$ cat src/core/lcd_port_pkg.sv
// Purpose : shared constants and carriers of the display driver host write port
// Assumes : one system clock; the display timebase arrives as a pin
// Notes   : command words are 16 bits in both bus variants

package lcd_port_pkg;

	// ----------------------------------------------------------------
	// widths
	// ----------------------------------------------------------------
	localparam int WORD_W = 16;
	localparam int BYTE_W = 8;
	localparam int NIB_W  = 4;
	localparam int CNT_W  = 4;

	// ----------------------------------------------------------------
	// command word layout
	// ----------------------------------------------------------------
	localparam int KIND_HI       = 15;
	localparam int KIND_LO       = 14;
	localparam int MODE_DISP_LO  = 0;
	localparam int MODE_OFF_BIT  = 2;
	localparam int MODE_DRIVE_LO = 3;
	localparam int MODE_BUSY_BIT = 5;
	localparam int MODE_EXT_BIT  = 6;

	localparam logic [1:0] KIND_DIGIT = 2'h0;
	localparam logic [1:0] KIND_BIT   = 2'h1;
	localparam logic [1:0] KIND_MODE  = 2'h2;
	localparam logic [1:0] HEAD_SKIP  = 2'h3;

	// display and drive mode encodings
	localparam logic [1:0] DUTY_STATIC  = 2'h0;
	localparam logic [1:0] DUTY_HALF    = 2'h1;
	localparam logic [1:0] DUTY_THIRD   = 2'h2;
	localparam logic [1:0] DUTY_QUARTER = 2'h3;

	// ----------------------------------------------------------------
	// word position counter
	// ----------------------------------------------------------------
	localparam logic [1:0] POS_FIRST     = 2'h0;
	localparam logic [1:0] POS_LAST_BYTE = 2'h1;
	localparam logic [1:0] POS_LAST_NIB  = 2'h3;

	// ----------------------------------------------------------------
	// timing in timebase clocks
	// ----------------------------------------------------------------
	localparam logic [CNT_W-1:0] STARTUP_TICKS = 4'hc;
	localparam logic [CNT_W-1:0] PROC_LONG     = 4'ha;
	localparam logic [CNT_W-1:0] PROC_SHORT    = 4'h3;

	// ----------------------------------------------------------------
	// reset values
	// ----------------------------------------------------------------
	localparam logic       OFF_RST   = 1'h1;
	localparam logic       BUSY_RST  = 1'h0;
	localparam logic       EXT_RST   = 1'h1;
	localparam logic [1:0] DUTY_RST  = 2'h0;

	typedef struct packed {
		logic       ext_voltage;
		logic       busy_port;
		logic [1:0] drive_mode;
		logic       display_off;
		logic [1:0] display_mode;
	} mode_type;

	localparam mode_type MODE_RST = '{ext_voltage: EXT_RST, busy_port: BUSY_RST, drive_mode: DUTY_RST,
		display_off: OFF_RST, display_mode: DUTY_RST};

	typedef struct packed {
		logic              cs_n;
		logic              we_n;
		logic              seq_clear_n;
		logic              standby;
		logic              sync;
		logic              timebase;
		logic              nibble;
		logic [BYTE_W-1:0] data;
	} pins_type;

	localparam pins_type PINS_IDLE = '{cs_n: 1'h1, we_n: 1'h1, seq_clear_n: 1'h1, standby: 1'h0,
		sync: 1'h0, timebase: 1'h0, nibble: 1'h0, data: 8'h00};

endpackage

$ cat src/core/lcd_host_write_port.sv
// Purpose : host write port of a segment display driver
// Assumes : host pins and the timebase pin are asynchronous to SYS_CLK
// Notes   : busy pin is open drain; it is only ever pulled low

`timescale 1ns/10ps
`default_nettype none

// Overview of operation
// display-off flag blanks panel; sync sets it
// bus mode: busy low only with select and clear
// port mode: busy low whenever processing
// nibble variant drops first nibble with 11 head
// byte variant pairs bytes by position counter
// select plus clear zeroes position counter
// two 11-head bytes resynchronise byte counter
// four 11-head nibbles resynchronise nibble counter
// nibble variant orders four nibbles by counter
// busy undefined twelve timebase clocks after start
// busy interval 3.5 or 10.5 clocks maximum
// port mode busy undefined while sync high
// host clears position counter after power-up
// busy unsettled until first mode latched
// standby blanks panel, holds state, halts oscillator
// standby pauses processing, busy ends after release
// sync high resets panel drive timing
// sync sets display-off, clears busy-mode flag
// host resends mode after every sync
// host pulses sync after configuring all chips
// host pulses sync and remodes after standby
// external-voltage bit selects internal or external supply
// host waits busy high or clear pulse
// two-bit duty fields use the shared encoding
// sync sets external-voltage bit
// data taken at strobe rise while selected
// words during busy ignored, counter held
module lcd_host_write_port (
	input  wire logic                              SYS_CLK,
	input  wire logic                              SRST,
	input  wire logic                              CS_N,
	input  wire logic                              WRITE_STROBE_N,
	input  wire logic                              SEQ_CLEAR_N,
	input  wire logic [lcd_port_pkg::BYTE_W-1:0]   HOST_BUS_LINES,
	input  wire logic                              STANDBY_IN,
	input  wire logic                              SYNC_IN,
	input  wire logic                              TIMEBASE_CLOCK,
	input  wire logic                              NIBBLE_VARIANT,
	output logic                                   READY_OUT,
	output logic                                   READY_OE_N,
	output logic                                   PANEL_BLANK,
	output logic                                   OSC_HALT,
	output logic                                   DRIVE_TIMING_RESET,
	output logic [1:0]                             DISPLAY_MODE,
	output logic [1:0]                             DRIVE_MODE,
	output logic                                   BUSY_PORT_MODE,
	output logic                                   EXT_VOLTAGE_SEL,
	output logic                                   RAM_WRITE_STB,
	output logic [1:0]                             RAM_WRITE_KIND,
	output logic [lcd_port_pkg::WORD_W-1:0]        RAM_WRITE_WORD
);

	// ----------------------------------------------------------------
	// pin synchronisation
	// ----------------------------------------------------------------
	lcd_port_pkg::pins_type raw;
	lcd_port_pkg::pins_type s;

	assign raw = {CS_N, WRITE_STROBE_N, SEQ_CLEAR_N, STANDBY_IN, SYNC_IN, TIMEBASE_CLOCK,
		NIBBLE_VARIANT, HOST_BUS_LINES};

	pin_sync #(
		.W       ($bits(lcd_port_pkg::pins_type)),
		.RST_VAL (lcd_port_pkg::PINS_IDLE)
	) u_sync (
		.SYS_CLK (SYS_CLK),
		.SRST    (SRST),
		.d       (raw),
		.q       (s)
	);

	// ----------------------------------------------------------------
	// state
	// ----------------------------------------------------------------
	logic                                 we_prev_q,   we_prev_d;
	logic                                 tb_prev_q,   tb_prev_d;
	logic [1:0]                           pos_q,       pos_d;
	logic [lcd_port_pkg::WORD_W-1:0]      word_q,      word_d;
	logic                                 started_q,   started_d;
	logic [lcd_port_pkg::CNT_W-1:0]       start_cnt_q, start_cnt_d;
	lcd_port_pkg::mode_type               mode_q,      mode_d;
	logic                                 oe_n_q,      oe_n_d;
	logic                                 blank_q,     blank_d;
	logic                                 halt_q,      halt_d;
	logic                                 tres_q,      tres_d;
	logic                                 stb_q,       stb_d;
	logic [1:0]                           kind_q,      kind_d;
	logic [lcd_port_pkg::WORD_W-1:0]      cmd_q,       cmd_d;

	logic                                 we_rise;
	logic                                 tick;
	logic                                 clear;
	logic                                 accept;
	logic                                 head_skip;
	logic [1:0]                           pos_last;
	logic [lcd_port_pkg::WORD_W-1:0]      next_word;
	logic                                 proc_start;
	logic                                 proc_long;
	logic                                 proc_busy;
	logic [lcd_port_pkg::CNT_W-1:0]       proc_remain;
	logic                                 drive_low;

	// pulls the mode fields out of the second half of a mode command
	function automatic lcd_port_pkg::mode_type decode_mode(input logic [lcd_port_pkg::BYTE_W-1:0] b);
		lcd_port_pkg::mode_type m;
		m.display_mode = b[lcd_port_pkg::MODE_DISP_LO +: 2];
		m.display_off  = b[lcd_port_pkg::MODE_OFF_BIT];
		m.drive_mode   = b[lcd_port_pkg::MODE_DRIVE_LO +: 2];
		m.busy_port    = b[lcd_port_pkg::MODE_BUSY_BIT];
		m.ext_voltage  = b[lcd_port_pkg::MODE_EXT_BIT];
		return m;
	endfunction

	// ----------------------------------------------------------------
	// processing interval
	// ----------------------------------------------------------------
	proc_timer u_timer (
		.SYS_CLK (SYS_CLK),
		.SRST    (SRST),
		.start   (proc_start),
		.long_op (proc_long),
		.tick    (tick),
		.busy    (proc_busy),
		.remain  (proc_remain)
	);

	// ----------------------------------------------------------------
	// next-state logic
	// ----------------------------------------------------------------
	always_comb
	begin
		we_prev_d   = s.we_n;
		tb_prev_d   = s.timebase;
		pos_d       = pos_q;
		word_d      = word_q;
		started_d   = started_q;
		start_cnt_d = start_cnt_q;
		mode_d      = mode_q;
		stb_d       = 1'b0;
		kind_d      = kind_q;
		cmd_d       = cmd_q;
		proc_start  = 1'b0;
		proc_long   = 1'b0;

		we_rise   = s.we_n & ~we_prev_q & ~s.cs_n;
		tick      = s.timebase & ~tb_prev_q & ~s.standby;
		clear     = ~s.cs_n & ~s.seq_clear_n;
		accept    = we_rise & ~proc_busy & ~s.standby;             // see
		head_skip = s.nibble ? (s.data[3:2] == lcd_port_pkg::HEAD_SKIP)
			: (s.data[7:6] == lcd_port_pkg::HEAD_SKIP);
		pos_last  = s.nibble ? lcd_port_pkg::POS_LAST_NIB : lcd_port_pkg::POS_LAST_BYTE;
		next_word = s.nibble ? {word_q[11:0], s.data[3:0]} : {word_q[7:0], s.data};

		if (clear)
			pos_d = lcd_port_pkg::POS_FIRST;
		else if (accept)
		begin
			// a one-word instruction leaves the counter at the first slot,
			// which is what lets a run of them resynchronise the host
			if (pos_q == lcd_port_pkg::POS_FIRST && head_skip)
				pos_d = lcd_port_pkg::POS_FIRST;                   // see see
			else if (pos_q == pos_last)
			begin
				pos_d      = lcd_port_pkg::POS_FIRST;              // see
				stb_d      = 1'b1;
				cmd_d      = next_word;
				kind_d     = next_word[lcd_port_pkg::KIND_HI:lcd_port_pkg::KIND_LO];
				proc_start = 1'b1;
				proc_long  = (kind_d == lcd_port_pkg::KIND_DIGIT);
				if (kind_d == lcd_port_pkg::KIND_MODE)
					mode_d = decode_mode(next_word[7:0]);          // see see
			end
			else
			begin
				pos_d  = pos_q + 2'h1;                             // see
				word_d = next_word;
			end
		end

		// sync overrides display_off, busy_port and ext_voltage of a mode command landing in the same cycle
		if (s.sync)
		begin
			mode_d.display_off = 1'b1;                             // see
			mode_d.busy_port   = 1'b0;
			mode_d.ext_voltage = 1'b1;
		end

		if (!started_q && tick)
		begin
			start_cnt_d = start_cnt_q + 4'h1;
			if (start_cnt_q == lcd_port_pkg::STARTUP_TICKS - 4'h1)
				started_d = 1'b1;
		end

		// released during start-up and, in port mode, while sync is high, so it never glitches low
		drive_low = started_q & proc_busy
			& (mode_q.busy_port ? ~s.sync : clear);                // see see
		oe_n_d    = ~drive_low;
		blank_d   = s.standby | mode_q.display_off;                // see
		halt_d    = s.standby;
		tres_d    = s.sync;

		if (SRST)
		begin
			we_prev_d   = 1'b1;
			tb_prev_d   = 1'b0;
			pos_d       = lcd_port_pkg::POS_FIRST;
			word_d      = '0;
			started_d   = 1'b0;
			start_cnt_d = '0;
			mode_d      = lcd_port_pkg::MODE_RST;
			stb_d       = 1'b0;
			kind_d      = lcd_port_pkg::KIND_DIGIT;
			cmd_d       = '0;
			oe_n_d      = 1'b1;
			blank_d     = 1'b1;
			halt_d      = 1'b0;
			tres_d      = 1'b0;
		end
	end

	always_ff @(posedge SYS_CLK)
	begin
		we_prev_q   <= we_prev_d;
		tb_prev_q   <= tb_prev_d;
		pos_q       <= pos_d;
		word_q      <= word_d;
		started_q   <= started_d;
		start_cnt_q <= start_cnt_d;
		mode_q      <= mode_d;
		stb_q       <= stb_d;
		kind_q      <= kind_d;
		cmd_q       <= cmd_d;
		oe_n_q      <= oe_n_d;
		blank_q     <= blank_d;
		halt_q      <= halt_d;
		tres_q      <= tres_d;
	end

	// ----------------------------------------------------------------
	// outputs
	// ----------------------------------------------------------------
	always_ff @(posedge SYS_CLK)
	begin
		READY_OUT <= 1'b0;
	end

	assign READY_OE_N         = oe_n_q;
	assign PANEL_BLANK        = blank_q;
	assign OSC_HALT           = halt_q;
	assign DRIVE_TIMING_RESET = tres_q;
	assign DISPLAY_MODE       = mode_q.display_mode;
	assign DRIVE_MODE         = mode_q.drive_mode;
	assign BUSY_PORT_MODE     = mode_q.busy_port;
	assign EXT_VOLTAGE_SEL    = mode_q.ext_voltage;
	assign RAM_WRITE_STB      = stb_q;
	assign RAM_WRITE_KIND     = kind_q;
	assign RAM_WRITE_WORD     = cmd_q;
endmodule

`default_nettype wire

$ cat src/core/pin_sync.sv
// Purpose : two-stage synchroniser for the asynchronous pins
// Assumes : data pins settle long before the strobe edge
// Notes   : all pins pass the same depth so strobe and data stay aligned

`timescale 1ns/10ps
`default_nettype none

module pin_sync #(
	parameter int             W       = 1,
	parameter logic [W-1:0]   RST_VAL = '0
) (
	input  wire logic         SYS_CLK,
	input  wire logic         SRST,
	input  wire logic [W-1:0] d,
	output logic      [W-1:0] q
);

	logic [W-1:0] meta_q;
	logic [W-1:0] meta_d;
	logic [W-1:0] q_d;

	always_comb
	begin
		meta_d = SRST ? RST_VAL : d;
		q_d    = SRST ? RST_VAL : meta_q;
	end

	always_ff @(posedge SYS_CLK)
	begin
		meta_q <= meta_d;
		q      <= q_d;
	end

endmodule

`default_nettype wire

$ cat src/core/proc_timer.sv
// Purpose : internal processing interval counted in timebase clocks
// Assumes : tick is already gated off while the oscillator is halted
// Notes   : a paused count simply holds, so standby stretches the interval

`timescale 1ns/10ps
`default_nettype none

module proc_timer (
	input  wire logic                           SYS_CLK,
	input  wire logic                           SRST,
	input  wire logic                           start,
	input  wire logic                           long_op,
	input  wire logic                           tick,
	output logic                                busy,
	output logic [lcd_port_pkg::CNT_W-1:0]      remain
);

	logic [lcd_port_pkg::CNT_W-1:0] remain_d;

	always_comb
	begin
		remain_d = remain;
		if (start)
			remain_d = long_op ? lcd_port_pkg::PROC_LONG : lcd_port_pkg::PROC_SHORT;
		else if (tick && remain != '0)
			remain_d = remain - 4'h1;
		if (SRST)
			remain_d = '0;
	end

	always_ff @(posedge SYS_CLK)
	begin
		remain <= remain_d;
	end

	assign busy = (remain != '0);

endmodule

`default_nettype wire

$ cat config.mk
export PLATFORM = sky130hd
export DESIGN_NAME = lcd_host_write_port
export DESIGN_NICKNAME = d
export VERILOG_FILES = /design/src/core/lcd_port_pkg.sv /design/src/core/lcd_host_write_port.sv /design/src/core/pin_sync.sv /design/src/core/proc_timer.sv
export SDC_FILE = /design/constraint.sdc
export NUM_CORES = 1
export LEC_CHECK = 0
export BUFFER_PORTS_ARGS = -buffer_cell sky130_fd_sc_hd__buf_2
export CAP_MARGIN = 20
export CORE_MARGIN = 5
export CORE_UTILIZATION = 32
export DETAILED_ROUTE_END_ITERATION = 8
export PLACE_DENSITY = 0.48
export SLEW_MARGIN = 10
export SYNTH_ARGS = -nofsm -noshare
export SYNTH_HDL_FRONTEND = slang
export SYNTH_SLANG_ARGS = --single-unit
$ cat constraint.sdc
create_clock -name SYS_CLK -period 2.1 [get_ports SYS_CLK]
set_input_delay 0.42 -clock SYS_CLK [delete_from_list [all_inputs] [get_ports SYS_CLK]]
set_output_delay 0.42 -clock SYS_CLK [all_outputs]
set_load 0.01 [all_outputs]
==> key figures, run 1 <==
Timing
  • Clk_skew: 0.008331 ns
  • Time the worst path needs with I/O delays and setup: 1.972 ns
  • Setup-failing EPs final: 0
  • Crit share post-route: 0.9390
  • RSZ-0062 raised after global routing: false
  • Final Hold Violating Endpoints: 0
  • Final Slew Violations: 0
  • Fmax: 507.1 MHz
  • Hold Slack: 0.2520 ns
  • Actual slew at the worst max-slew pin: 0.6492 ns
  • Worst slew margin: 0.5656

Placed design
  • Placed cell count: 467
  • I/O Buffers: 45
  • Placed Area: 3491 sq um
  • Detail Placement HPWL: 4.204 mm
  • Routability cong.: 0.7598

Yosys
  • Net Count, Synth: 321
  • Sequential fraction of the synthesis area: 0.5293
  • Adder-Cell Fraction of Synth Area: 0.01594
  • Xor/xnor share of the synthesized area: 0.01674
  • Mean Syn Cell Area: 10.46 sq um
  • Largest family of logic cells by synthesized area: simple AND/OR/NAND/NOR gates
  • Post-synthesis mux area share: 0.09725
  • Syn Std Cell Area: 3139 sq um
  • EDFF count, synth: 0
  • Simple-gate share of the synthesized area: 0.2088
  • Top FF cell, synth: dfxtp_1
  • Post-synth cell types: 42
  • Yosys top cell area share: 0.5293
  • Post-synthesis instance total: 300
  • Compound-gate portion of the synthesized area: 0.07453
  • Ranking of synthesized cells by area: dfxtp_1, mux2i_1, nor2b_1
  • Synth Warn #: 0
  • #FFs+latches synth: 83
  • Synth async-reset ratio: 0
  • Dominant cell type by area after synthesis: dfxtp_1

Worst setup path
  • Worst setup startpoint: u_timer.remain[0]
  • Worst R2R Setup Slack: 0.13 ns
  • Buf/Inv on CP: 2
  • Worst setup path endpoint: RAM_WRITE_WORD[5]
  • Reg2Reg Depth: 8
  • Top Family by Delay on Critical Path: simple AND/OR/NAND/NOR gates
  • Largest stage delay, worst path: 0.52 ns
  • Slowest cell on crit path: or4_4
  • Number of cells on the critical path: 8
  • WS Path Type: reg -> reg
  • Critical Path Start Type: register
  • Crit. End Element: register
  • Crit Path Max Fanout: 9
  • Reg2reg end: RAM_WRITE_WORD[5]
  • Worst-path cell chain: inv_1, ha_1, nor3b_4, nand2_1, or4_4, buf_4, mux2i_1, nor2_1
  • Critical Path AT: 2.19 ns
  • CP Data Required Time: 2.32 ns
  • Worst R2R Start: u_timer.remain[0]

GRT
  • Overall routing resource usage: 0.1117
  • Largest net degree at the start of global routing: 82
  • Number of global-route vias before repair: 2085
  • Initial antenna violation count: 0
  • First-pass GRT wire length: 10.27 mm
  • Remaining Overflow, GRT: 0

Floorplanning
  • I/O Pins: 47
  • Core ar.: 9684 sq um
  • FP Rows: 36
  • Starting Density: 0.3242
  • Die Wd: 109.0 microns
  • Die extent in y: 109.0 microns
  • DIE AREA: 11890 sq um

Outcome
  • Status: finished clean

Worst hold path
  • HP Class: in -> reg
  • Hold path depth: 2

Routing
  • DRC: 0
  • Via count: 2096
  • Via density per instance: 4.331
  • Drt first pass iters: 6
  • Total detailed-routing wirelength: 6.107 mm
  • Wire per inst: 12.62 microns
  • Detail Route Antenna Nets: 0
  • Initial drt markers: 78

Layout
  • Fin area: 3781 sq um
  • Commonest non-fill, non-tap cell in the layout: dfxtp_1
  • Synth-to-layout area growth: 20.45%
  • Fillcell total: 967
  • Layout Cells excl Fill: 484
  • Ant. Diodes: 0
  • Nets: 368
  • Commonest non-fill, non-tap cells in the layout: dfxtp_1, buf_2, nor2_1
  • Layout cells sized above 1: 0.2821

Power
  • PD cells: 811.8 nW/um^2
  • Peak supply drop: 0.0003590 V
  • Leak Pwr: 0.001467 uW

Clock network
  • Cts hold-fix bufs: 0
  • CTS Buf Count: 9
  • Worst-skew pair later-pin latency: 0.34 ns
  • Clock sinks: 83
  • CTS root buf: clkbuf_8
  • H-tree depth: 3
  • Clock slew at reported path FFs: 0.08 ns
  • CTS max path bufs: 2
  • CTS tree: built

Job
  • Max Cap Viol: 0
==> routing by layer <==
| layer | track usage | share of wire | up-vias |
|---|---|---|---|
| met5 | 0 | 0 | - |
| met4 | 0.05140 | 0.016 | 0 |
| met3 | 0.02960 | 0.049 | 10 |
| met2 | 0.1531 | 0.42 | 50 |
| met1 | 0.1615 | 0.52 | 937 |
| li1 | - | - | 1099 |
==> sequential cells by signal (all words and copies together), names as in the netlist, 2 cells and up <==
register        count
u_sync.meta_q      15
u_sync.q           15
RAM_WRITE_WORD     14
word_q             12
start_cnt_q         4
u_timer.remain      4
DISPLAY_MODE        2
DRIVE_MODE          2
RAM_WRITE_KIND      2
pos_q               2
==> repair_timing <==
item,in CTS,in global routing
cloned,0,1
gates resized for setup,1,8
setup endpoints to repair,7,21
setup buffers,0,1
pin swaps,0,1
endpoints found under the hold margin,0,0
==> logic make-up after synthesis <==
| kind of cell | after synthesis |
|---|---|
| AOI/OAI and AO/OA | 30 |
| xor gates and xnor gates | 6 |
| adders and majority gates | 4 |
| buffers and inverters | 31 |
| DFF | 83 |
| muxes | 30 |
| other | 1 |
| and+or+nand+nor | 115 |
==> Yosys cell counts (2+ instances only) <==
cell type,number
dfxtp_1,83
nor2_1,41
nor2b_1,27
mux2i_1,26
nand2_1,15
a211oi_1,14
buf_4,9
clkbuf_1,9
nor3_1,8
a21oi_1,7
inv_1,7
or2_2,7
ha_1,4
mux2_2,4
xnor2_1,4
buf_2,3
buf_6,3
nor4_4,2
o21ai_0,2
or4_1,2
xor2_1,2
==> through the flow <==
stage	util	setup TNS (ns)	worst slack, ns	total power, uW
2_1_floorplan	-	0	0.09794	1722
3_3_place_gp	0.3605	0	0.08850	1758
3_5_place_dp	0.3605	-0.01914	-0.01055	1757
4_1_cts	0.3858	0	0.07175	3119
5_1_grt	0.3904	0	0.006473	3212
6_report	0.3904	0	0.1281	3069
==> worst min path at each step <==
stage / from / to / slack (ns)
after detailed placement: u_sync.meta_q[14] / u_sync.q[14] / 0.40
after global placement: u_sync.meta_q[14] / u_sync.q[14] / 0.40
final: WRITE_STROBE_N / u_sync.meta_q[13] / 0.25
after floorplan: u_sync.meta_q[12] / u_sync.q[12] / 0.39
after global routing: WRITE_STROBE_N / u_sync.meta_q[13] / 0.24
after CTS: CS_N / u_sync.meta_q[14] / 0.23
==> cell type report <==
type / count / area [sq um] / share of cell area
Inverter: 7 / 26.28 / 0.006949
Clock buffer: 11 / 141.4 / 0.03739
Tap cell: 133 / 166.4 / 0.04401
Clock inverter: 4 / 98.84 / 0.02614
Multi-Input combinational cell: 186 / 1325 / 0.3504
Sequential cell: 83 / 1662 / 0.4394
Timing Repair Buffer: 60 / 361.6 / 0.09563
==> power breakdown <==
part	switching (uW)	internal (uW)
sequential	16.2	1600
clock	531	819
combinational	52.5	47.2
total	600	2470
(Power assumes the default switching activity.)
==> run 2, diff against run 1 <==
--- a/config.mk
+++ b/config.mk
@@ -5,6 +5,7 @@
 export SDC_FILE = /design/constraint.sdc
 export NUM_CORES = 1
 export LEC_CHECK = 0
+export ABC_AREA = 1
 export BUFFER_PORTS_ARGS = -buffer_cell sky130_fd_sc_hd__buf_2
 export CAP_MARGIN = 20
 export CORE_MARGIN = 5
==> run 2 against run 1 <==
  * Die area increased by 2.2%
  * Critical path depth grew 1
  * Global-route usage rose by 0.56 points
  * Sequential cell count is the same
  * Final cell count increased by 20%
  * Synthesized area is 2.4% higher
  * Via count up 16%
  * Sequential share of layout area increased by 1.1 points
  * Count of clock-buffer cells in the layout rose by 1
  * Clock skew is essentially flat
  * First-iteration DRC count increased by 5.1%
  * Sequential power hardly changed
==> key figures, run 2 <==
Timing
  • Post-route setup slack: 0.2474 ns (+0.1193 ns)
  • RSZ-0062 raised after global routing: false
  • Final Hold Violating Endpoints: 0 (unchanged)
  • Hold Slack: 0.2586 ns (+0.006563 ns)
  • Clk_skew: 0.008260 ns (-0.00007102 ns)
  • Worst slew margin: 0.6154 (+0.04975)
  • Final Slew Violations: 0 (unchanged)
  • Fmax: 539.8 MHz (+6.4%)
  • Actual slew at the worst max-slew pin: 0.5763 ns (-0.07286 ns)
  • Setup tns final: 0 ns (unchanged)
  • Crit share post-route: 0.8822 (-0.05681)
  • Setup-failing EPs final: 0 (unchanged)
  • Time the worst path needs with I/O delays and setup: 1.853 ns (-0.1193 ns)

Clock network
  • CTS root buf: clkbuf_8
  • Cts hold-fix bufs: 0 (unchanged)
  • CTS max path bufs: 2 (unchanged)
  • Clock slew at reported path FFs: 0.08 ns (about the same)
  • CTS-repair resized insts: 0 (-1)
  • Post-CTS Setup Inserts: 0 (unchanged)
  • H-tree depth: 3 (unchanged)
  • CTS tree: built
  • Clock sinks: 83 (unchanged)
  • CTS Buf Count: 9 (unchanged)
  • Worst-skew pair later-pin latency: 0.34 ns (about the same)

Floorplanning
  • I/O Pins: 47 (unchanged)
  • Starting Density: 0.3290 (+0.004821)
  • Die Wd: 110.2 microns (+1.1%)
  • FP Rows: 36 (unchanged)
  • Core ar.: 9774 sq um (+0.93%)
  • DIE AREA: 12150 sq um (+2.2%)
  • Die extent in y: 110.2 microns (+1.1%)

Outcome
  • Status: finished clean

Worst setup path
  • WS Path Type: reg -> reg
  • Crit. End Element: register
  • Top Family by Delay on Critical Path: simple AND/OR/NAND/NOR gates
  • Crit Path Max Fanout: 14 (+5)
  • Slowest cell on crit path: dfxtp_1
  • CP Data Required Time: 2.34 ns (+0.02 ns)
  • Buf/Inv on CP: 1 (-1)
  • Critical Path Start Type: register
  • Critical Path AT: 2.10 ns (-0.09 ns)
  • Worst-path cell chain: inv_1, ha_1, nand3_1, nor2_2, nand2_4, nor2_8, nand2_2, a21oi_1, nand2_1
  • Largest stage delay, worst path: 0.30 ns (-0.22 ns)

Layout
  • Multi-input gate area: 1187 sq um (-10%)
  • Fillcell total: 1047 (+8.3%)
  • Nets: 463 (+26%)
  • Ant. Diodes: 0 (unchanged)
  • Commonest non-fill, non-tap cell in the layout: dfxtp_1
  • Commonest non-fill, non-tap cells in the layout: dfxtp_1, nor2_1, inv_1
  • Layout cells sized above 1: 0.2018 (-0.08026)
  • Synth-to-layout area growth: 14.71%
  • Reg area: 1662 sq um (unchanged)

Routing
  • Initial drt markers: 82 (+5.1%)
  • Wire per inst: 11.27 microns (-11%)
  • DRC: 0 (unchanged)
  • Via density per instance: 4.216 (-2.6%)
  • Via count: 2441 (+16%)
  • Total detailed-routing wirelength: 6.525 mm (+6.8%)
  • Detail Route Antenna Nets: 0 (unchanged)
  • Drt first pass iters: 4 (-2)

Worst hold path
  • HP Class: in -> reg

Job
  • Max Cap Viol: 0 (unchanged)

Power
  • Leak Pwr: 0.001650 uW (+12%)
  • PD cells: 758.3 nW/um^2 (-6.6%)
  • Peak supply drop: 0.0003197 V (-11%)

GRT
  • Number of global-route vias before repair: 2378 (+14%)
  • Remaining Overflow, GRT: 0 (unchanged)
  • First-pass GRT wire length: 10.97 mm (+6.9%)
  • Initial antenna violation count: 0 (unchanged)
  • Largest net degree at the start of global routing: 51 (-38%)
  • Overall routing resource usage: 0.1174 (+0.005632)

Yosys
  • Synth Warn #: 0 (unchanged)
  • Synth top cells by count: dfxtp_1, nor2_1, inv_1, nand2_1, a21oi_1
  • Post-synth cell types: 33 (-21%)
  • Syn Std Cell Area: 3216 sq um (+2.4%)
  • Net Count, Synth: 425 (+32%)
  • #FFs+latches synth: 83 (unchanged)
  • Count leader, synth: dfxtp_1
  • Top FF cell, synth: dfxtp_1
  • Sequential fraction of the synthesis area: 0.5167 (-0.01256)
  • Dominant cell type by area after synthesis: dfxtp_1
  • Ranking of synthesized cells by area: dfxtp_1, nor2_1, inv_1
  • Synth async-reset ratio: 0 (unchanged)
  • EDFF count, synth: 0 (unchanged)
  • Post-synthesis instance total: 404 (+35%)
  • Yosys top cell area share: 0.5167 (-0.01256)
  • Mean Syn Cell Area: 7.959 sq um (-24%)

Placed design
  • I/O Buffers: 45 (unchanged)
  • Post-Place Worst Slack: 0.2494 ns (+0.2599 ns)
  • Routability cong.: 0.7884 (+3.8%)
  • Detail Placement HPWL: 4.775 mm (+14%)
run 2: changes by cell type in the layout (fill, tap and decap cells not counted), moves of 6 or more:
cell	delta
a211oi_1	-13
a21oi_1	+21
buf_4	-6
inv_1	+47
mux2i_1	-26
nand2_1	+35
nand3_1	+12
nor2_1	+27
nor2b_1	-27
o21ai_0	+22
o21ai_1	+20
run 2: report_power, final:
group	internal [uW]	switching, uW
clock network	523	552
registers	1600	16.2
logic	37.9	64.7
run 2: stage by stage:
| stage | instances | util | power [uW] | cell area (sq um) |
|---|---|---|---|---|
| CTS | 579 | 0.3774 | 2850 | 3689 |
| floorplan | 404 | - | 1728 | 3216 |
| finish | 579 | 0.3774 | 2797 | 3689 |
| global route | 579 | 0.3774 | 2930 | 3689 |
| global placement | 564 | 0.3583 | 1761 | 3502 |
| detailed placement | 564 | 0.3583 | 1762 | 3502 |
run 2: final cells by class:
| cell class | instances | share of cell area |
|---|---|---|
| tap | 133 | 0.04512 |
| multi-input combinational | 239 | 0.3219 |
| sequential | 83 | 0.4505 |
| clock inverter | 3 | 0.005767 |
| timing repair buffer | 50 | 0.07123 |
| inverter | 59 | 0.06072 |
| clock buffer | 12 | 0.04478 |
run 2: kinds of logic after synthesis:
family / Yosys count / synth area share
and+or+nand+nor: 154 / 0.2179
DFF: 83 / 0.5167
buffers and inverters: 82 / 0.1140
AOI/OAI and AO/OA: 78 / 0.1292
adders and majority gates: 4 / 0.01556
xor gates and xnor gates: 2 / 0.005448
other: 1 / 0.001166
run 2: path summary, 6_finish.rpt:
check	depth (start not counted)	slack (ns)	start	end
min	2	0.26	SEQ_CLEAR_N	u_sync.meta_q[12]
max reg2reg	9	0.25	u_timer.remain[0]	mode_q[2]
min reg2reg	2	0.40	u_sync.meta_q[11]	u_sync.q[11]
max	9	0.25	u_timer.remain[0]	mode_q[2]
run 2: worst reg2reg max path: cells and delay by family, from the launching register on:
| kind | cells | cell delay, ns |
|---|---|---|
| AOI/OAI and AO/OA | 1 | 0.15 |
| adders and majority gates | 1 | 0.18 |
| buffers and inverters | 1 | 0.12 |
| DFF | 1 | 0.30 |
| and+or+nand+nor | 6 | 1.01 |
run 2: metal layers:
| layer | vias up | track usage | wire (microns) |
|---|---|---|---|
| met4 | 0 | 0.04661 | 127 |
| met5 | - | 0 | 0 |
| met1 | 1056 | 0.1502 | 3188 |
| li1 | 1328 | - | - |
| met2 | 46 | 0.1833 | 2840 |
| met3 | 11 | 0.03786 | 367 |
